==> src/iapfm_pkg.sv <==
// Shared constants, types and carriers for the flash command mailbox.
package iapfm_pkg;
	// Register byte offsets on the AXI4-Lite bus.
	localparam logic [7:0] OFS_CMD = 8'h00;
	localparam logic [7:0] OFS_DATA = 8'h04;
	localparam logic [7:0] OFS_ADDR_HI = 8'h08;
	localparam logic [7:0] OFS_ADDR_LO = 8'h0c;
	localparam logic [7:0] OFS_STATUS = 8'h10;
	localparam logic [7:0] OFS_CONFIG = 8'h14;
	// Field positions.
	localparam int CMD_IRQ_BIT = 7;
	localparam int CFG_EN_BIT = 6;
	localparam int CFG_SECOND_BIT = 1;
	localparam int CFG_BANK_BIT = 0;
	localparam int STS_BUSY_BIT = 2;
	// Reset values.
	localparam logic [7:0] RST_BYTE = 8'h00;
	localparam logic RST_CFG_EN = 1'b0;
	// Command codes, keys and selectors.
	localparam logic [6:0] CMD_CHIP_ERASE = 7'h01;
	localparam logic [6:0] CMD_BLOCK_ERASE = 7'h0d;
	localparam logic [6:0] CMD_SECTOR_ERASE = 7'h0b;
	localparam logic [6:0] CMD_BYTE_PROG = 7'h0e;
	localparam logic [6:0] CMD_BYTE_VERIFY = 7'h0c;
	localparam logic [6:0] CMD_LOCK_ONE = 7'h0f;
	localparam logic [6:0] CMD_LOCK_TWO = 7'h03;
	localparam logic [6:0] CMD_LOCK_THREE = 7'h05;
	localparam logic [6:0] CMD_CONFIG = 7'h09;
	localparam logic [6:0] CMD_CLK_DOUBLE = 7'h08;
	localparam logic [7:0] KEY_ERASE = 8'h55;
	localparam logic [7:0] KEY_SET = 8'haa;
	localparam logic [7:0] SEL_CFG_FIRST = 8'h5a;
	localparam logic [7:0] SEL_CFG_SECOND = 8'haa;
	localparam logic [7:0] SEL_CLK_DOUBLE = 8'h55;
	localparam logic [2:0] SEC_BLOCK_SEL = 3'b111;
	localparam logic [15:0] SECTOR_BASE_MASK = 16'hff80;
	// AXI responses.
	localparam logic [1:0] RESP_OKAY = 2'b00;
	localparam logic [1:0] RESP_SLVERR = 2'b10;
	// Flash timing: core cycles per oscillator tick, then ticks per operation.
	localparam int DIV_CYC = 10;
	localparam int TIMER_W = 16;
	localparam int PROG_TICKS = 20;
	localparam int SECTOR_TICKS = 400;
	localparam int BLOCK_TICKS = 800;
	localparam int CHIP_TICKS = 1000;
	localparam int NV_BIT_TICKS = 20;

	typedef enum logic [1:0] {
		ST_IDLE = 2'b00,
		ST_RUN = 2'b01,
		ST_VADDR = 2'b10,
		ST_VCAP = 2'b11
	} iapfm_state_t;

	typedef enum logic [3:0] {
		OP_NONE = 4'h0,
		OP_CHIP_ERASE = 4'h1,
		OP_BLOCK_ERASE = 4'h2,
		OP_SECTOR_ERASE = 4'h3,
		OP_BYTE_PROG = 4'h4,
		OP_BYTE_READ = 4'h5,
		OP_LOCK_ONE = 4'h6,
		OP_LOCK_TWO = 4'h7,
		OP_LOCK_THREE = 4'h8,
		OP_CFG_FIRST = 4'h9,
		OP_CFG_SECOND = 4'ha,
		OP_CLK_DOUBLE = 4'hb
	} iapfm_op_t;

	typedef struct packed {
		iapfm_op_t op;
		logic blk;
		logic [15:0] addr;
		logic [7:0] wdata;
	} iapfm_flash_req_t;
endpackage

==> src/iapfm_op_timer.sv <==
// Operation timer clocked by a divided oscillator tick.
`timescale 1ns/1ps
module iapfm_op_timer #(
	parameter int DIV = iapfm_pkg::DIV_CYC,
	parameter int W = iapfm_pkg::TIMER_W
) (
	// Clock and reset.
	input wire logic clk_i,
	input wire logic rst_i,
	// Control.
	input wire logic load_i,
	input wire logic [W-1:0] ticks_i,
	output logic done_o
);
	logic run_r, run_nxt;
	logic [15:0] div_r, div_nxt;
	logic [W-1:0] cnt_r, cnt_nxt;
	logic done_nxt;
	logic tick;

	// The oscillator only runs while an operation is pending, as the real one would.
	always_comb begin
		tick = run_r && (div_r == 16'(DIV - 1));
		run_nxt = run_r;
		div_nxt = run_r ? (tick ? 16'h0000 : div_r + 16'h0001) : 16'h0000;
		cnt_nxt = cnt_r;
		done_nxt = 1'b0;
		if (load_i) begin
			run_nxt = 1'b1;
			div_nxt = 16'h0000;
			cnt_nxt = ticks_i;
		end else if (tick) begin
			if (cnt_r <= W'(1)) begin
				run_nxt = 1'b0;
				done_nxt = 1'b1;
			end
			cnt_nxt = cnt_r - W'(1);
		end
	end

	always_ff @(posedge clk_i) begin
		if (rst_i) begin
			run_r <= 1'b0;
			div_r <= 16'h0000;
			cnt_r <= '0;
			done_o <= 1'b0;
		end else begin
			run_r <= run_nxt;
			div_r <= div_nxt;
			cnt_r <= cnt_nxt;
			done_o <= done_nxt;
		end
	end
endmodule

==> src/iapfm_mailbox.sv <==
// Flash command mailbox: AXI4-Lite registers and the command sequencer.
`timescale 1ns/1ps
module iapfm_mailbox #(
	parameter int PROG_TICKS = iapfm_pkg::PROG_TICKS,
	parameter int SECTOR_TICKS = iapfm_pkg::SECTOR_TICKS,
	parameter int BLOCK_TICKS = iapfm_pkg::BLOCK_TICKS,
	parameter int CHIP_TICKS = iapfm_pkg::CHIP_TICKS,
	parameter int NV_BIT_TICKS = iapfm_pkg::NV_BIT_TICKS
) (
	// Clock and reset.
	input wire logic CLK_I,
	input wire logic SYS_RST_I,
	// AXI4-Lite slave.
	input wire logic AXI_AWVALID_I,
	output logic AXI_AWREADY_O,
	input wire logic [7:0] AXI_AWADDR_I,
	input wire logic AXI_WVALID_I,
	output logic AXI_WREADY_O,
	input wire logic [31:0] AXI_WDATA_I,
	input wire logic [3:0] AXI_WSTRB_I,
	output logic AXI_BVALID_O,
	input wire logic AXI_BREADY_I,
	output logic [1:0] AXI_BRESP_O,
	input wire logic AXI_ARVALID_I,
	output logic AXI_ARREADY_O,
	input wire logic [7:0] AXI_ARADDR_I,
	output logic AXI_RVALID_O,
	input wire logic AXI_RREADY_I,
	output logic [31:0] AXI_RDATA_O,
	output logic [1:0] AXI_RRESP_O,
	// Pins and stored nonvolatile bits; the disable pin and stored bits are sampled during reset, the other two pins are used live.
	input wire logic PROG_DISABLE_PIN_N_I,
	input wire logic EXTERNAL_ACCESS_PIN_N_I,
	input wire logic EXT_IRQ_ONE_PIN_N_I,
	input wire logic [2:0] NV_LOCK_I,
	input wire logic [1:0] NV_CONFIG_I,
	input wire logic NV_CLK_DOUBLE_I,
	// Flash array port.
	output logic FLASH_STB_O,
	output iapfm_pkg::iapfm_flash_req_t FLASH_REQ_O,
	input wire logic [7:0] FLASH_RDATA_I,
	// Core side.
	input wire logic CODE_READ_REQ_I,
	input wire logic CODE_READ_BLK_I,
	output logic CODE_READ_FAIL_O,
	output logic EXT_IRQ_ONE_O,
	output logic EXT_IRQ_PIN_GPIO_O,
	output logic CLK_DOUBLE_O,
	output logic [2:0] LOCK_BITS_O,
	output logic [1:0] CONFIG_BITS_O
);
	iapfm_pkg::iapfm_state_t st_r, st_nxt;
	iapfm_pkg::iapfm_flash_req_t req_r, req_nxt;
	iapfm_pkg::iapfm_op_t op;
	logic awready_r, awready_nxt, wready_r, wready_nxt, aw_have_r, aw_have_nxt, w_have_r, w_have_nxt;
	logic bvalid_r, bvalid_nxt, arready_r, arready_nxt, rvalid_r, rvalid_nxt;
	logic [1:0] bresp_r, bresp_nxt, rresp_r, rresp_nxt;
	logic [7:0] awaddr_r, awaddr_nxt, wdata_r, wdata_nxt;
	logic wstrb_r, wstrb_nxt;
	logic [31:0] rdata_r, rdata_nxt;
	logic [7:0] cmd_r, cmd_nxt, data_r, data_nxt, ahi_r, ahi_nxt, alo_r, alo_nxt;
	logic cfg_en_r, cfg_en_nxt, busy_r, busy_nxt, stb_r, stb_nxt, irq_r, irq_nxt, fail_r, fail_nxt;
	logic gpio_r, gpio_nxt, clkdbl_r, clkdbl_nxt;
	logic [2:0] lock_r, lock_nxt;
	logic [1:0] nvcfg_r, nvcfg_nxt;
	logic bank_sel_r, cfg_second_r, iap_dis_r;
	logic wr_go, mapped_wr, cmd_wr, accept, valid, tgt_sec, addr_ok, blk_locked, tmr_load, tmr_done;
	logic [15:0] ticks;

	iapfm_op_timer #(
		.DIV(iapfm_pkg::DIV_CYC),
		.W(16)
	) i_iapfm_op_timer (
		.clk_i(CLK_I),
		.rst_i(SYS_RST_I),
		.load_i(tmr_load),
		.ticks_i(ticks),
		.done_o(tmr_done)
	);

	// Command decode against the held address and data.
	always_comb begin
		tgt_sec = (ahi_r[7:5] == iapfm_pkg::SEC_BLOCK_SEL);
		addr_ok = !ahi_r[7] || tgt_sec;
		blk_locked = tgt_sec ? lock_r[2] : lock_r[1];
		op = iapfm_pkg::OP_NONE;
		valid = 1'b0;
		ticks = 16'(NV_BIT_TICKS);
		case (wdata_r[6:0])
			iapfm_pkg::CMD_CHIP_ERASE: begin
				op = iapfm_pkg::OP_CHIP_ERASE;
				valid = (data_r == iapfm_pkg::KEY_ERASE) && !EXTERNAL_ACCESS_PIN_N_I && !(&lock_r);
				ticks = 16'(CHIP_TICKS);
			end
			iapfm_pkg::CMD_BLOCK_ERASE: begin
				op = iapfm_pkg::OP_BLOCK_ERASE;
				valid = (data_r == iapfm_pkg::KEY_ERASE) && addr_ok && !blk_locked;
				ticks = 16'(BLOCK_TICKS);
			end
			iapfm_pkg::CMD_SECTOR_ERASE: begin
				op = iapfm_pkg::OP_SECTOR_ERASE;
				valid = addr_ok && !blk_locked;
				ticks = 16'(SECTOR_TICKS);
			end
			iapfm_pkg::CMD_BYTE_PROG: begin
				op = iapfm_pkg::OP_BYTE_PROG;
				valid = addr_ok && !blk_locked;
				ticks = 16'(PROG_TICKS);
			end
			iapfm_pkg::CMD_BYTE_VERIFY: begin
				op = iapfm_pkg::OP_BYTE_READ;
				valid = addr_ok && !blk_locked;
			end
			iapfm_pkg::CMD_LOCK_ONE: begin
				op = iapfm_pkg::OP_LOCK_ONE;
				valid = (data_r == iapfm_pkg::KEY_SET);
			end
			iapfm_pkg::CMD_LOCK_TWO: begin
				op = iapfm_pkg::OP_LOCK_TWO;
				valid = (data_r == iapfm_pkg::KEY_SET);
			end
			iapfm_pkg::CMD_LOCK_THREE: begin
				op = iapfm_pkg::OP_LOCK_THREE;
				valid = (data_r == iapfm_pkg::KEY_SET);
			end
			iapfm_pkg::CMD_CONFIG: begin
				op = (ahi_r == iapfm_pkg::SEL_CFG_FIRST) ? iapfm_pkg::OP_CFG_FIRST : iapfm_pkg::OP_CFG_SECOND;
				valid = (data_r == iapfm_pkg::KEY_SET) && ((ahi_r == iapfm_pkg::SEL_CFG_FIRST) ||
					(ahi_r == iapfm_pkg::SEL_CFG_SECOND));
			end
			iapfm_pkg::CMD_CLK_DOUBLE: begin
				op = iapfm_pkg::OP_CLK_DOUBLE;
				valid = (data_r == iapfm_pkg::KEY_SET) && (ahi_r == iapfm_pkg::SEL_CLK_DOUBLE);
			end
			default: begin
				valid = 1'b0;
			end
		endcase
	end

	// Bus slave and sequencer next state.
	always_comb begin
		awready_nxt = awready_r;
		wready_nxt = wready_r;
		aw_have_nxt = aw_have_r;
		w_have_nxt = w_have_r;
		awaddr_nxt = awaddr_r;
		wdata_nxt = wdata_r;
		wstrb_nxt = wstrb_r;
		bvalid_nxt = bvalid_r;
		bresp_nxt = bresp_r;
		arready_nxt = arready_r;
		rvalid_nxt = rvalid_r;
		rresp_nxt = rresp_r;
		rdata_nxt = rdata_r;
		st_nxt = st_r;
		req_nxt = req_r;
		cmd_nxt = cmd_r;
		data_nxt = data_r;
		ahi_nxt = ahi_r;
		alo_nxt = alo_r;
		cfg_en_nxt = cfg_en_r;
		busy_nxt = busy_r;
		stb_nxt = 1'b0;
		lock_nxt = lock_r;
		nvcfg_nxt = nvcfg_r;
		clkdbl_nxt = clkdbl_r;
		tmr_load = 1'b0;
		if (AXI_AWVALID_I && awready_r) begin
			awready_nxt = 1'b0;
			aw_have_nxt = 1'b1;
			awaddr_nxt = AXI_AWADDR_I;
		end
		if (AXI_WVALID_I && wready_r) begin
			wready_nxt = 1'b0;
			w_have_nxt = 1'b1;
			wdata_nxt = AXI_WDATA_I[7:0];
			wstrb_nxt = AXI_WSTRB_I[0];
		end
		wr_go = aw_have_r && w_have_r && !bvalid_r;
		mapped_wr = (awaddr_r == iapfm_pkg::OFS_CMD) || (awaddr_r == iapfm_pkg::OFS_DATA) ||
			(awaddr_r == iapfm_pkg::OFS_ADDR_HI) || (awaddr_r == iapfm_pkg::OFS_ADDR_LO) ||
			(awaddr_r == iapfm_pkg::OFS_STATUS) || (awaddr_r == iapfm_pkg::OFS_CONFIG);
		cmd_wr = wr_go && wstrb_r && (awaddr_r == iapfm_pkg::OFS_CMD);
		accept = cmd_wr && (st_r == iapfm_pkg::ST_IDLE) && cfg_en_r && !iap_dis_r;
		if (wr_go) begin
			aw_have_nxt = 1'b0;
			w_have_nxt = 1'b0;
			bvalid_nxt = 1'b1;
			bresp_nxt = mapped_wr ? iapfm_pkg::RESP_OKAY : iapfm_pkg::RESP_SLVERR;
			if (wstrb_r) begin
				case (awaddr_r)
					iapfm_pkg::OFS_DATA: data_nxt = wdata_r;
					iapfm_pkg::OFS_ADDR_HI: ahi_nxt = wdata_r;
					iapfm_pkg::OFS_ADDR_LO: alo_nxt = wdata_r;
					iapfm_pkg::OFS_CONFIG: cfg_en_nxt = wdata_r[iapfm_pkg::CFG_EN_BIT];
					default: cfg_en_nxt = cfg_en_r;
				endcase
			end
		end
		if (bvalid_r && AXI_BREADY_I) begin
			bvalid_nxt = 1'b0;
			awready_nxt = 1'b1;
			wready_nxt = 1'b1;
		end
		if (AXI_ARVALID_I && arready_r) begin
			arready_nxt = 1'b0;
			rvalid_nxt = 1'b1;
			rresp_nxt = iapfm_pkg::RESP_OKAY;
			case (AXI_ARADDR_I)
				iapfm_pkg::OFS_CMD: rdata_nxt = {24'h000000, cmd_r};
				iapfm_pkg::OFS_DATA: rdata_nxt = {24'h000000, data_r};
				iapfm_pkg::OFS_ADDR_HI: rdata_nxt = {24'h000000, ahi_r};
				iapfm_pkg::OFS_ADDR_LO: rdata_nxt = {24'h000000, alo_r};
				iapfm_pkg::OFS_STATUS: rdata_nxt = 32'(busy_r) << iapfm_pkg::STS_BUSY_BIT;
				iapfm_pkg::OFS_CONFIG: rdata_nxt = (32'(cfg_en_r) << iapfm_pkg::CFG_EN_BIT) |
					(32'(cfg_second_r) << iapfm_pkg::CFG_SECOND_BIT) | (32'(bank_sel_r) << iapfm_pkg::CFG_BANK_BIT);
				default: begin
					rdata_nxt = 32'h00000000;
					rresp_nxt = iapfm_pkg::RESP_SLVERR;
				end
			endcase
		end
		if (rvalid_r && AXI_RREADY_I) begin
			rvalid_nxt = 1'b0;
			arready_nxt = 1'b1;
		end
		case (st_r)
			iapfm_pkg::ST_IDLE: begin
				if (accept) begin
					cmd_nxt = wdata_r;
					if (valid) begin
						stb_nxt = 1'b1;
						req_nxt.op = op;
						req_nxt.blk = tgt_sec;
						req_nxt.wdata = data_r;
						req_nxt.addr = (op == iapfm_pkg::OP_SECTOR_ERASE) ?
							({ahi_r, alo_r} & iapfm_pkg::SECTOR_BASE_MASK) : {ahi_r, alo_r};
						if (op == iapfm_pkg::OP_BYTE_READ) begin
							st_nxt = iapfm_pkg::ST_VADDR;
						end else begin
							st_nxt = iapfm_pkg::ST_RUN;
							busy_nxt = 1'b1;
							tmr_load = 1'b1;
						end
					end
				end
			end
			iapfm_pkg::ST_RUN: begin
				if (tmr_done) begin
					st_nxt = iapfm_pkg::ST_IDLE;
					busy_nxt = 1'b0;
					case (req_r.op)
						iapfm_pkg::OP_LOCK_ONE: lock_nxt = lock_r | 3'b001;
						iapfm_pkg::OP_LOCK_TWO: lock_nxt = lock_r | 3'b010;
						iapfm_pkg::OP_LOCK_THREE: lock_nxt = lock_r | 3'b100;
						iapfm_pkg::OP_CFG_FIRST: nvcfg_nxt = nvcfg_r | 2'b01;
						iapfm_pkg::OP_CFG_SECOND: nvcfg_nxt = nvcfg_r | 2'b10;
						iapfm_pkg::OP_CLK_DOUBLE: clkdbl_nxt = 1'b1;
						iapfm_pkg::OP_CHIP_ERASE: begin
							lock_nxt = 3'b000;
							nvcfg_nxt = 2'b00;
						end
						default: lock_nxt = lock_r;
					endcase
				end
			end
			iapfm_pkg::ST_VADDR: begin
				st_nxt = iapfm_pkg::ST_VCAP;
			end
			iapfm_pkg::ST_VCAP: begin
				data_nxt = FLASH_RDATA_I;
				st_nxt = iapfm_pkg::ST_IDLE;
			end
			default: begin
				st_nxt = iapfm_pkg::ST_IDLE;
			end
		endcase
		// The pin keeps its interrupt role only while interrupt completion is not selected.
		gpio_nxt = cfg_en_r && cmd_r[iapfm_pkg::CMD_IRQ_BIT];
		irq_nxt = gpio_r ? ((st_r == iapfm_pkg::ST_RUN) && tmr_done) : !EXT_IRQ_ONE_PIN_N_I;
		fail_nxt = CODE_READ_REQ_I && busy_r &&
			((req_r.op == iapfm_pkg::OP_CHIP_ERASE) || (CODE_READ_BLK_I == req_r.blk));
	end

	always_ff @(posedge CLK_I) begin
		if (SYS_RST_I) begin
			awready_r <= 1'b1;
			wready_r <= 1'b1;
			aw_have_r <= 1'b0;
			w_have_r <= 1'b0;
			awaddr_r <= iapfm_pkg::RST_BYTE;
			wdata_r <= iapfm_pkg::RST_BYTE;
			wstrb_r <= 1'b0;
			bvalid_r <= 1'b0;
			bresp_r <= iapfm_pkg::RESP_OKAY;
			arready_r <= 1'b1;
			rvalid_r <= 1'b0;
			rresp_r <= iapfm_pkg::RESP_OKAY;
			rdata_r <= 32'h00000000;
			st_r <= iapfm_pkg::ST_IDLE;
			req_r <= '0;
			cmd_r <= iapfm_pkg::RST_BYTE;
			data_r <= iapfm_pkg::RST_BYTE;
			ahi_r <= iapfm_pkg::RST_BYTE;
			alo_r <= iapfm_pkg::RST_BYTE;
			cfg_en_r <= iapfm_pkg::RST_CFG_EN;
			busy_r <= 1'b0;
			stb_r <= 1'b0;
			irq_r <= 1'b0;
			fail_r <= 1'b0;
			gpio_r <= 1'b0;
		end else begin
			awready_r <= awready_nxt;
			wready_r <= wready_nxt;
			aw_have_r <= aw_have_nxt;
			w_have_r <= w_have_nxt;
			awaddr_r <= awaddr_nxt;
			wdata_r <= wdata_nxt;
			wstrb_r <= wstrb_nxt;
			bvalid_r <= bvalid_nxt;
			bresp_r <= bresp_nxt;
			arready_r <= arready_nxt;
			rvalid_r <= rvalid_nxt;
			rresp_r <= rresp_nxt;
			rdata_r <= rdata_nxt;
			st_r <= st_nxt;
			req_r <= req_nxt;
			cmd_r <= cmd_nxt;
			data_r <= data_nxt;
			ahi_r <= ahi_nxt;
			alo_r <= alo_nxt;
			cfg_en_r <= cfg_en_nxt;
			busy_r <= busy_nxt;
			stb_r <= stb_nxt;
			irq_r <= irq_nxt;
			fail_r <= fail_nxt;
			gpio_r <= gpio_nxt;
		end
	end

	// Straps and stored bits are caught while reset is held; the active bank view stays frozen until then.
	always_ff @(posedge CLK_I) begin
		if (SYS_RST_I) begin
			iap_dis_r <= !PROG_DISABLE_PIN_N_I;
			bank_sel_r <= NV_CONFIG_I[0];
			cfg_second_r <= NV_CONFIG_I[1];
			lock_r <= NV_LOCK_I;
			nvcfg_r <= NV_CONFIG_I;
			clkdbl_r <= NV_CLK_DOUBLE_I;
		end else begin
			lock_r <= lock_nxt;
			nvcfg_r <= nvcfg_nxt;
			clkdbl_r <= clkdbl_nxt;
		end
	end

	assign AXI_AWREADY_O = awready_r;
	assign AXI_WREADY_O = wready_r;
	assign AXI_BVALID_O = bvalid_r;
	assign AXI_BRESP_O = bresp_r;
	assign AXI_ARREADY_O = arready_r;
	assign AXI_RVALID_O = rvalid_r;
	assign AXI_RDATA_O = rdata_r;
	assign AXI_RRESP_O = rresp_r;
	assign FLASH_STB_O = stb_r;
	assign FLASH_REQ_O = req_r;
	assign CODE_READ_FAIL_O = fail_r;
	assign EXT_IRQ_ONE_O = irq_r;
	assign EXT_IRQ_PIN_GPIO_O = gpio_r;
	assign CLK_DOUBLE_O = clkdbl_r;
	assign LOCK_BITS_O = lock_r;
	assign CONFIG_BITS_O = nvcfg_r;
endmodule

==> config.mk <==
export PLATFORM = sky130hd
export DESIGN_NAME = iapfm_mailbox
export DESIGN_NICKNAME = d
export VERILOG_FILES = /design/src/iapfm_pkg.sv /design/src/iapfm_op_timer.sv /design/src/iapfm_mailbox.sv
export SDC_FILE = /design/constraint.sdc
export NUM_CORES = 1
export LEC_CHECK = 0
export ABC_AREA = 1
export BUFFER_PORTS_ARGS = -buffer_cell sky130_fd_sc_hd__buf_4
export CORE_UTILIZATION = 55
export DETAILED_ROUTE_END_ITERATION = 16
export PLACE_DENSITY = 0.81
export REMOVE_ABC_BUFFERS = 1
export SYNTH_ARGS = -nofsm -noshare
export SYNTH_HDL_FRONTEND = slang
export SYNTH_SLANG_ARGS = --single-unit
==> constraint.sdc <==
create_clock -name CLK_I -period 2.4 [get_ports CLK_I]
set_input_delay 0.12 -clock CLK_I [delete_from_list [all_inputs] [get_ports CLK_I]]
set_output_delay 0.12 -clock CLK_I [all_outputs]
set_load 0.01 [all_outputs]
==> impl_metrics.csv, run 1 <==
group,metric,value,unit
status,status,"finished, final reports clean",
clock_tree,clk_pin_slew,0.06,ns
yosys,synth_top_family_by_area,"simple AND/OR/NAND/NOR gates",
pwr,p_leak,3.780,nW
timing,rsz0062_at_grt,"false",
final_layout,multi_input_area,3453,um2
yosys,synth_edf_count,9,
pwr,pwr-share-seq,0.427,
timing,fmax,0.4592,GHz
drt,wl,17810,um
yosys,synth_xor_area_frac,0.02713,
yosys,yosysWarnings,0,
timing,worst_pin_slew,0.5579,ns
final_layout,final_area,8925,um2
pwr,switchingPower,0.001308,W
placement,io_buffers,104,
clock_tree,cts_tree,"yes",
yosys,synth.top_cells.by_area,"dfxtp_1 39%, nand2_1 7.8%, nor2_1 6.3%",
clock_tree,clockRootBuffer,"clkbuf_16",
final_layout,nets,1162,
global_route,grt_pass1_wl,28800,um
yosys,syn_area,7103,um2
timing,finalClockSkew,0.005577,ns
setup_path,max_stage_delay,0.35,ns
yosys,synth_seq_cells,146,
final_layout,mostFrequentLayoutCells,"148 x nand2_1, 136 x dfxtp_1, 122 x buf_4, 119 x nor2_1, 91 x inv_1",
setup_path,cp.required,2.72,ns
drt,drtIter0Drc,504,
clock_tree,cts_sinks,146,
pwr,p_comb_frac,0.076,
yosys,synthAdderAreaFrac,0.007046,
global_route,track_usage,0.2763,
setup_path,path_buf_inv,2,
pwr,power.density,666.3,nW/um2
clock_tree,htreeDepth,4,
drt,antenna_left,0,
timing,finalSetupTns,0,ns
setup_path,cp_max_fo,9,
final_layout,fin_cells,1265,
drt,num_vias,6750,
setup_path,critical_path_class,"flip-flop to flip-flop",
setup_path,cp_slowest_cell,"dfxtp_1",
yosys,synth.avg_cell_area,7.532,um2
timing,relSlewSlack,0.6271,
final_layout,utilization,0.7072,
final_layout,n_antenna_cell,0,
yosys,ys_types,49,
yosys,synthArstFlopShare,0,
setup_path,cp-end-kind,"flip-flop",
job,maxCapViolations,0,
timing,finalHoldViolations,0,
floorplanning,die_x,115.6,um
yosys,synth.area.mux_share,0,
yosys,synth_compound_area_frac,0.1569,
yosys,synth-seq-area-share,0.4242,
floorplanning,initial_core_util,0.5629,
drt,viasPerCell,5.336,
global_route,grt_overflow_total,0,
pwr,pwr-share-clk,0.497,
floorplanning,rows,41,
yosys,ys.flop_type,"dfxtp_1",
placement,place_area,7989,um2
clock_tree,clkLatencyLatePin,0.43,ns
placement,post-place-ws,0.2235,ns
timing,slew_viol_final,0,
setup_path,cp_top_family,"simple AND/OR/NAND/NOR gates",
yosys,yosys.area.top_type_share,0.3861,
global_route,antenna_found_initial,0,
placement,hpwl,12500,um
setup_path,arrival,2.49,ns
final_layout,final_common_cell,"nand2_1",
pwr,swShare,0.2199,
final_layout,fillers,1036,
pwr,p_int,0.004639,W
placement,placed_cells,1207,
placement,place_congestion,0.9045,
floorplanning,ioPinCount,158,
timing,finalSetupViolCount,0,
timing,period_needed,2.178,ns
floorplanning,die_area,13370,um2
clock_tree,cts_buffer_depth,2,
global_route,grt_pass1_vias,6245,
global_route,grt_max_degree,50,
drt,dr.pass1.iters,5,
worst_hold_path,hp-class,"input pin to flip-flop",
final_layout,regArea,3014,um2
yosys,syn_inst,943,
floorplanning,fp.dieH,115.6,um
final_layout,drive_gt1_frac,0.1866,
yosys,yosysTopAreaCell,"dfxtp_1",
final_layout,largest_reg_flops,29,
setup_path,start_kind,"flip-flop",
pwr,peakVddDrop,0.0003568,V
setup_path,cp_cell_sequence,"nor2_4, nand2_4, clkinv_4, nand3_1, nor3_2, nor2_4, nand2_4, nand3_2, nand2_1, inv_2, nor2_1, nor2_1",
timing,timing.final.crit_share,0.9074,
clock_tree,cts_made_buffers,17,
timing,layout_setup_ws,0.2222,ns
drt,drc_errors,0,
drt,wl_per_cell,14.08,um
floorplanning,core_area,12620,um2
yosys,synthSimpleGateAreaFrac,0.2797,
final_layout,area_growth,25.65,%
[final timing paths]
| check | startpoint | end | slack (ns) | depth (start not counted) |
|---|---|---|---|---|
| worst max-delay path | wdata_r[4]$_SDFFE_PP0P_ | i_iapfm_op_timer.cnt_r[3]$_SDFFE_PP0P_ | 0.22 | 12 |
| worst min-delay path | EXT_IRQ_ONE_PIN_N_I | EXT_IRQ_ONE_O$_SDFF_PP0_ | 0.01 | 4 |
| worst max register to register | wdata_r[4]$_SDFFE_PP0P_ | i_iapfm_op_timer.cnt_r[3]$_SDFFE_PP0P_ | 0.22 | 12 |
| worst min register to register | AXI_RDATA_O[6]$_SDFFE_PP0P_ | AXI_RDATA_O[6]$_SDFFE_PP0P_ | 0.47 | 2 |
[cells by family (layout without fill, tap and decap cells)]
| logic type | after synthesis | after routing |
|---|---|---|
| DFF | 146 | 146 |
| xor gates and xnor gates | 22 | 22 |
| adders and majority gates | 4 | 4 |
| and+or+nand+nor | 412 | 412 |
| buffers and inverters | 156 | 281 |
| other | 1 | 26 |
| AOI/OAI and AO/OA | 202 | 202 |
[worst reg2reg max path, cell delays in order (launching register included)]
cell      delay (ns)
dfxtp_1         0.35
nor2_4          0.20
nand2_4         0.09
clkinv_4        0.09
nand3_1         0.16
nor3_2          0.27
nor2_4          0.07
nand2_4         0.12
nand3_2         0.17
nand2_1         0.26
inv_2           0.09
nor2_1          0.14
nor2_1          0.06
[power by group through the flow]
stage	Sequential, W	Clock (W)	Combinational (W)
final	0.00254	0.00295	0.000452
after floorplan	0.00259	0	0.000220
after global placement	0.00259	0	0.000400
after detailed placement	0.00259	0	0.000407
after CTS	0.00254	0.00297	0.000443
after global routing	0.00255	0.00309	0.000495
[per-stage QoR]
stage                     power, W  hold WS, ns
after floorplan           0.002812       0.1891
after global placement    0.002991       0.3155
after detailed placement  0.003000       0.3145
after CTS                 0.005950     0.008524
after global routing      0.006126      0.01663
final                     0.005947      0.01229
[synthesized netlist by cell type (all sizes together) (2+ instances only)]
| cell | count |
|---|---|
| nand2 | 155 |
| dfxtp | 137 |
| nor2 | 133 |
| inv | 98 |
| a21oi | 80 |
| o21ai | 78 |
| nand3 | 47 |
| buf | 41 |
| nor3 | 30 |
| nand4 | 19 |
| a211oi | 18 |
| xor2 | 18 |
| clkbuf | 15 |
| nor4 | 11 |
| a31oi | 10 |
| edfxtp | 9 |
| nand3b | 7 |
| or2 | 7 |
| o211ai | 6 |
| ha | 4 |
| o22ai | 4 |
| xnor2 | 4 |
| nor3b | 3 |
| clkinv | 2 |
| o31ai | 2 |
[metal layers]
layer / GRT usage / vias up / share of wire
li1: - / 3366 / -
met1: 0.3199 / 3137 / 0.42
met2: 0.4814 / 200 / 0.49
met3: 0.05335 / 47 / 0.048
met4: 0.1521 / 0 / 0.039
met5: 0 / - / 0
[what timing repair did]
| item | 4_1_cts | 5_1_grt |
|---|---|---|
| endpoints found under the setup margin | 0 | 12 |
| setup buffers | 0 | 0 |
| hold endpoints to repair | 30 | 0 |
| gates resized for setup | 0 | 3 |
| hold buffers | 26 | 0 |
[layout make-up]
cell class,count,share of cell area
multi-input combinational,666,0.3869
sequential,146,0.3377
timing repair buffer,149,0.1340
clock buffer,23,0.05482
inverter,100,0.04290
tap,172,0.02411
clock inverter,9,0.01949
No activity file was read; power rests on OpenSTA's default activity.
==> inputs of run 2 (changes only) <==
==> constraint.sdc (replaced) <==
create_clock -name CLK_I -period 2.4 [get_ports CLK_I]
set_input_delay 0.48 -clock CLK_I [delete_from_list [all_inputs] [get_ports CLK_I]]
set_output_delay 0.48 -clock CLK_I [all_outputs]
set_load 0.01 [all_outputs]
==> run 2 against run 1 <==
Against the previous run:
- maximum frequency up 0.67%
- final cell count down 2.1%
- clock power decreased by 2%
- final area is 3.2% lower
- critical path type unchanged
==> impl_metrics.csv, run 2 (synthesis gave the netlist of run 1 again) <==
group,metric,value,unit
floorplanning,die_x,115.6,um
final_layout,fin_cells,1239,
drt,wl_per_cell,13.78,um
setup_path,timing.rr.start,"wdata_r[0]$_SDFFE_PP0P_",
timing,finalSetupTns,0,ns
placement,hpwl,12400,um
final_layout,final_area,8643,um2
timing,relSlewSlack,0.6304,
clock_tree,cts-resized-gates,0,
global_route,grt_pass1_vias,5886,
setup_path,start_kind,"flip-flop",
clock_tree,clockRootBuffer,"clkbuf_16",
clock_tree,htreeDepth,4,
placement,place_congestion,0.9179,
timing,timing.final.crit_share,0.9014,
final_layout,final_common_cell,"nand2_1",
pwr,peakVddDrop,0.0003918,V
global_route,track_usage,0.2651,
status,status,"finished, final reports clean",
global_route,grt_overflow_total,0,
placement,post-place-ws,0.2137,ns
clock_tree,clkLatencyLatePin,0.43,ns
timing,period_needed,2.163,ns
clock_tree,cts-hold-fix-buffers,0,
clock_tree,cts_sinks,146,
setup_path,cp.required,2.75,ns
final_layout,area_growth,21.68,%
placement,placed_cells,1207,
timing,layout_setup_ws,0.2367,ns
final_layout,nets,1136,
global_route,antenna_found_initial,0,
timing,worst_pin_slew,0.5530,ns
setup_path,critical_path_class,"flip-flop to flip-flop",
setup_path,cp_max_fo,15,
clock_tree,clk_pin_slew,0.06,ns
timing,fmax,0.4623,GHz
pwr,power.density,674.9,nW/um2
worst_hold_path,hp-class,"input pin to flip-flop",
drt,num_vias,6597,
clock_tree,post_cts_buffers,0,
global_route,grt_pass1_wl,27590,um
clock_tree,cts_buffer_depth,2,
timing,finalClockSkew,0.01157,ns
final_layout,largest_reg_flops,29,
job,maxCapViolations,0,
floorplanning,ioPinCount,158,
pwr,p_leak,3.667,nW
floorplanning,die_area,13370,um2
setup_path,cp-end-kind,"flip-flop",
clock_tree,cts_tree,"yes",
floorplanning,rows,41,
floorplanning,core_area,12620,um2
final_layout,fillers,1071,
clock_tree,cts_made_buffers,17,
floorplanning,initial_core_util,0.5629,
floorplanning,fp.dieH,115.6,um
worst_hold_path,min-delay-start,"NV_CONFIG_I[0]",
drt,dr.pass1.iters,5,
drt,wl,17070,um
setup_path,r2r_slack,0.24,ns
drt,drc_errors,0,
placement,io_buffers,104,
timing,slew_viol_final,0,
drt,drtIter0Drc,461,
global_route,grt_max_degree,50,
setup_path,arrival,2.52,ns
final_layout,n_antenna_cell,0,
timing,rsz0062_at_grt,"false",
drt,antenna_left,0,
final_layout,utilization,0.6849,
final_layout,drive_gt1_frac,0.1912,
drt,viasPerCell,5.324,
placement,place_area,7989,um2
setup_path,cp-startpoint,"wdata_r[0]$_SDFFE_PP0P_",
final_layout,mostFrequentLayoutCells,"148 x nand2_1, 136 x dfxtp_1, 122 x buf_4, 119 x nor2_1, 91 x inv_1",
timing,finalSetupViolCount,0,
timing,finalHoldViolations,0,
run 2: cell types whose count changed in the layout (fill, tap and decap cells not counted), sizes merged:
cell / previous run / this run
clkinv: 6 / 7
bufinv: 5 / 4
dlygate4sd3: 26 / 0
run 2: area by class of cell:
type                            count  area, um2  area share
Clock inverter                      9      148.9     0.01723
Clock buffer                       23      499.2     0.05776
Timing Repair Buffer              123      935.9      0.1083
Multi-Input combinational cell    666       3447      0.3988
Sequential cell                   146       3014      0.3487
Tap cell                          172      215.2     0.02490
Inverter                          100      382.9     0.04430
run 2: path summary, 6_finish.rpt:
check                                               end  cells after the start
setup / recovery  i_iapfm_op_timer.div_r[10]$_SDFF_PP0_                     13
hold / removal                     bank_sel_r$_DFFE_PP_                      1
setup reg to reg  i_iapfm_op_timer.div_r[10]$_SDFF_PP0_                     13
hold reg to reg                EXT_IRQ_ONE_O$_SDFF_PP0_                      1
run 2: worst max-delay path, stage by stage, from the launching register on:
cell and delay (ns):
dfxtp_1 0.34, inv_1 0.26, nand2_1 0.09, nor2_1 0.09, nand2_1 0.12, nand4_1 0.12, nand2_1 0.06, nand2_1 0.11
nand2_4 0.11, nand3_4 0.14, nand2_4 0.08, inv_4 0.09, nand3_4 0.24, a21oi_1 0.20
run 2: where the power goes:
group          switching [W]  leakage (nW)  internal [W]
Combinational       0.000263          2.15      0.000150
Sequential         0.0000387          1.20       0.00250
Clock                0.00100         0.322       0.00188
Total                0.00130          3.67       0.00453
run 2: per-layer routing:
layer / track usage / vias up / wire length [um]
li1: - / 3309 / -
met3: 0.05178 / 35 / 860
met4: 0.1154 / 0 / 497
met2: 0.4619 / 220 / 8359
met1: 0.3185 / 3033 / 7354
met5: 0 / - / 0
run 2: per-stage QoR:
| stage | power, W | hold slack (ns) |
|---|---|---|
| 2_1_floorplan | 0.002812 | 0.4320 |
| 3_3_place_gp | 0.002989 | 0.4425 |
| 3_5_place_dp | 0.002999 | 0.4486 |
| 4_1_cts | 0.005846 | 0.2337 |
| 5_1_grt | 0.006009 | 0.2338 |
| 6_report | 0.005833 | 0.2485 |
==> inputs of run 3 (changes only) <==
Settings changed: CORE_UTILIZATION 55 to 35, PLACE_DENSITY 0.81 to not set, SKIP_CTS_REPAIR_TIMING set to 1.
==> run 3 against run 2 <==
Against the previous run:
- critical path depth down 2
- via count down 3.2%
- maximum frequency down 0.12%
- clock skew down 0.0044 ns
- final cell count up 8.0%
- power down 1.2%
- global-route usage down 8.4 points
- clock power down 3%
- clock-buffer cell count down 2
- critical endpoint is now i_iapfm_op_timer.div_r[14]$_SDFF_PP0_
==> impl_metrics.csv, run 3 (synthesis gave the netlist of run 1 again) <==
group,metric,value,unit
setup_path,r2r_slack,0.23,ns
drt,dr.pass1.iters,5,
pwr,power.density,655.6,nW/um2
global_route,track_usage,0.1810,
floorplanning,die_x,144.5,um
job,maxCapViolations,0,
final_layout,nets,1142,
timing,worst_pin_slew,0.5812,ns
pwr,p_comb_frac,0.074,
pwr,pwr-share-seq,0.441,
drt,drtIter0Drc,312,
clock_tree,htreeDepth,4,
timing,finalSetupTns,0,ns
timing,rsz0062_at_grt,"false",
clock_tree,cts_sinks,146,
setup_path,timing.critical_path.mode_cell,"nand2_4",
final_layout,largest_reg_flops,29,
timing,relSlewSlack,0.6125,
setup_path,cp_slowest_cell,"dfxtp_1",
global_route,grt_pass1_wl,29080,um
final_layout,final_common_cell,"nand2_1",
global_route,grt_pass1_vias,5901,
drt,wl,18040,um
placement,hpwl,13650,um
status,status,"finished, final reports clean",
drt,wl_per_cell,13.48,um
pwr,swShare,0.2341,
setup_path,timing.rr.end,"i_iapfm_op_timer.div_r[14]$_SDFF_PP0_",
final_layout,drive_gt1_frac,0.1948,
clock_tree,clkLatencyLatePin,0.43,ns
final_layout,regArea,3013,um2
final_layout,fillers,1978,
worst_hold_path,hold_depth,1,
final_layout,mostFrequentLayoutCells,"148 x nand2_1, 137 x dfxtp_1, 127 x buf_4, 119 x nor2_1, 90 x inv_1",
setup_path,path_buf_inv,1,
timing,timing.final.crit_share,0.9025,
clock_tree,clockRootBuffer,"clkbuf_16",
clock_tree,cts_tree,"yes",
timing,finalClockSkew,0.007131,ns
setup_path,arrival,2.48,ns
worst_hold_path,hp-class,"input pin to flip-flop",
setup_path,critical_path_class,"flip-flop to flip-flop",
placement,place_congestion,0.8431,
floorplanning,rows,51,
pwr,p_int,0.004415,W
timing,slew_viol_final,0,
floorplanning,initial_core_util,0.3614,
drt,drc_errors,0,
setup_path,cp_top_family,"simple AND/OR/NAND/NOR gates",
worst_hold_path,min-delay-start,"NV_CONFIG_I[1]",
timing,holdWs,0.2414,ns
final_layout,multi_input_area,3442,um2
setup_path,cp.required,2.71,ns
floorplanning,fp.dieH,144.5,um
final_layout,n_antenna_cell,0,
timing,finalHoldViolations,0,
timing,finalSetupViolCount,0,
pwr,switchingPower,0.001350,W
drt,num_vias,6388,
setup_path,r2r_cells,11,
final_layout,area_growth,23.80,%
clock_tree,clk_pin_slew,0.06,ns
drt,viasPerCell,4.774,
floorplanning,die_area,20870,um2
timing,fmax,0.4617,GHz
global_route,grt_max_degree,50,
clock_tree,cts_made_buffers,17,
worst_hold_path,holdPathEnd,"cfg_second_r$_DFFE_PP_",
pwr,p_leak,3.670,nW
setup_path,max_stage_delay,0.48,ns
floorplanning,ioPinCount,158,
global_route,grt_overflow_total,0,
drt,antenna_left,0,
setup_path,path_depth,11,
final_layout,utilization,0.4474,
setup_path,cp_max_fo,15,
global_route,antenna_found_initial,0,
pwr,pwr-share-clk,0.486,
setup_path,start_kind,"flip-flop",
placement,io_buffers,104,
floorplanning,core_area,19650,um2
setup_path,timing.rr.start,"wdata_r[3]$_SDFFE_PP0P_",
setup_path,cp-end-kind,"flip-flop",
setup_path,cp_cell_sequence,"nand2_4, nor3_1, nand4_1, nand2_1, nand2_1, nand2_4, nand3_4, nand2_4, inv_4, nand3_4, nor2_1",
pwr,peakVddDrop,0.0003824,V
clock_tree,cts_buffer_depth,2,
timing,period_needed,2.166,ns
## run 3: how the worst max path moves through the flow
stage | from | to | slack [ns]
5_1_grt | i_iapfm_op_timer.div_r[0]$_SDFF_PP0_ | i_iapfm_op_timer.div_r[14]$_SDFF_PP0_ | 0.01
4_1_cts | wdata_r[3]$_SDFFE_PP0P_ | i_iapfm_op_timer.div_r[14]$_SDFF_PP0_ | 0.22
6_report | wdata_r[3]$_SDFFE_PP0P_ | i_iapfm_op_timer.div_r[14]$_SDFF_PP0_ | 0.23
2_1_floorplan | awaddr_r[7]$_SDFFE_PP0P_ | FLASH_REQ_O[0]$_SDFFE_PP0P_ | 0.02
3_5_place_dp | wdata_r[3]$_SDFFE_PP0P_ | i_iapfm_op_timer.div_r[14]$_SDFF_PP0_ | 0.22
3_3_place_gp | wdata_r[3]$_SDFFE_PP0P_ | i_iapfm_op_timer.div_r[14]$_SDFF_PP0_ | 0.24
## run 3: metal layers
| layer | wire length [um] | vias to the layer above | GRT usage |
|---|---|---|---|
| met5 | 0 | - | 0 |
| met4 | 467 | 0 | 0.07867 |
| met3 | 590 | 29 | 0.03245 |
| met2 | 8864 | 134 | 0.3122 |
| met1 | 8119 | 2888 | 0.2190 |
| li1 | - | 3337 | - |
## run 3: area by class of cell
type                            instances  area share
Clock buffer                           21     0.05478
Clock inverter                         11     0.01693
Inverter                              100     0.04354
Multi-Input combinational cell        666      0.3914
Sequential cell                       146      0.3426
Tap cell                              265     0.03771
Timing Repair Buffer                  129      0.1130
## run 3: metrics by stage
stage	power, W	cells	cell area [um2]	worst slack (ns)
CTS	0.005820	1338	8793	0.2238
global placement	0.003018	1306	8163	0.2446
floorplan	0.002812	912	6838	0.01835
global route	0.005974	1338	8793	0.01337
detailed placement	0.003022	1306	8163	0.2220
finish	0.005765	1338	8793	0.2340
## run 3: power groups by stage
stage	clock [W]	sequential (W)	combinational (W)
3_3_place_gp	0	0.00259	0.000425
4_1_cts	0.00285	0.00254	0.000429
5_1_grt	0.00295	0.00255	0.000477
3_5_place_dp	0	0.00259	0.000427
6_report	0.00280	0.00254	0.000424
2_1_floorplan	0	0.00259	0.000220
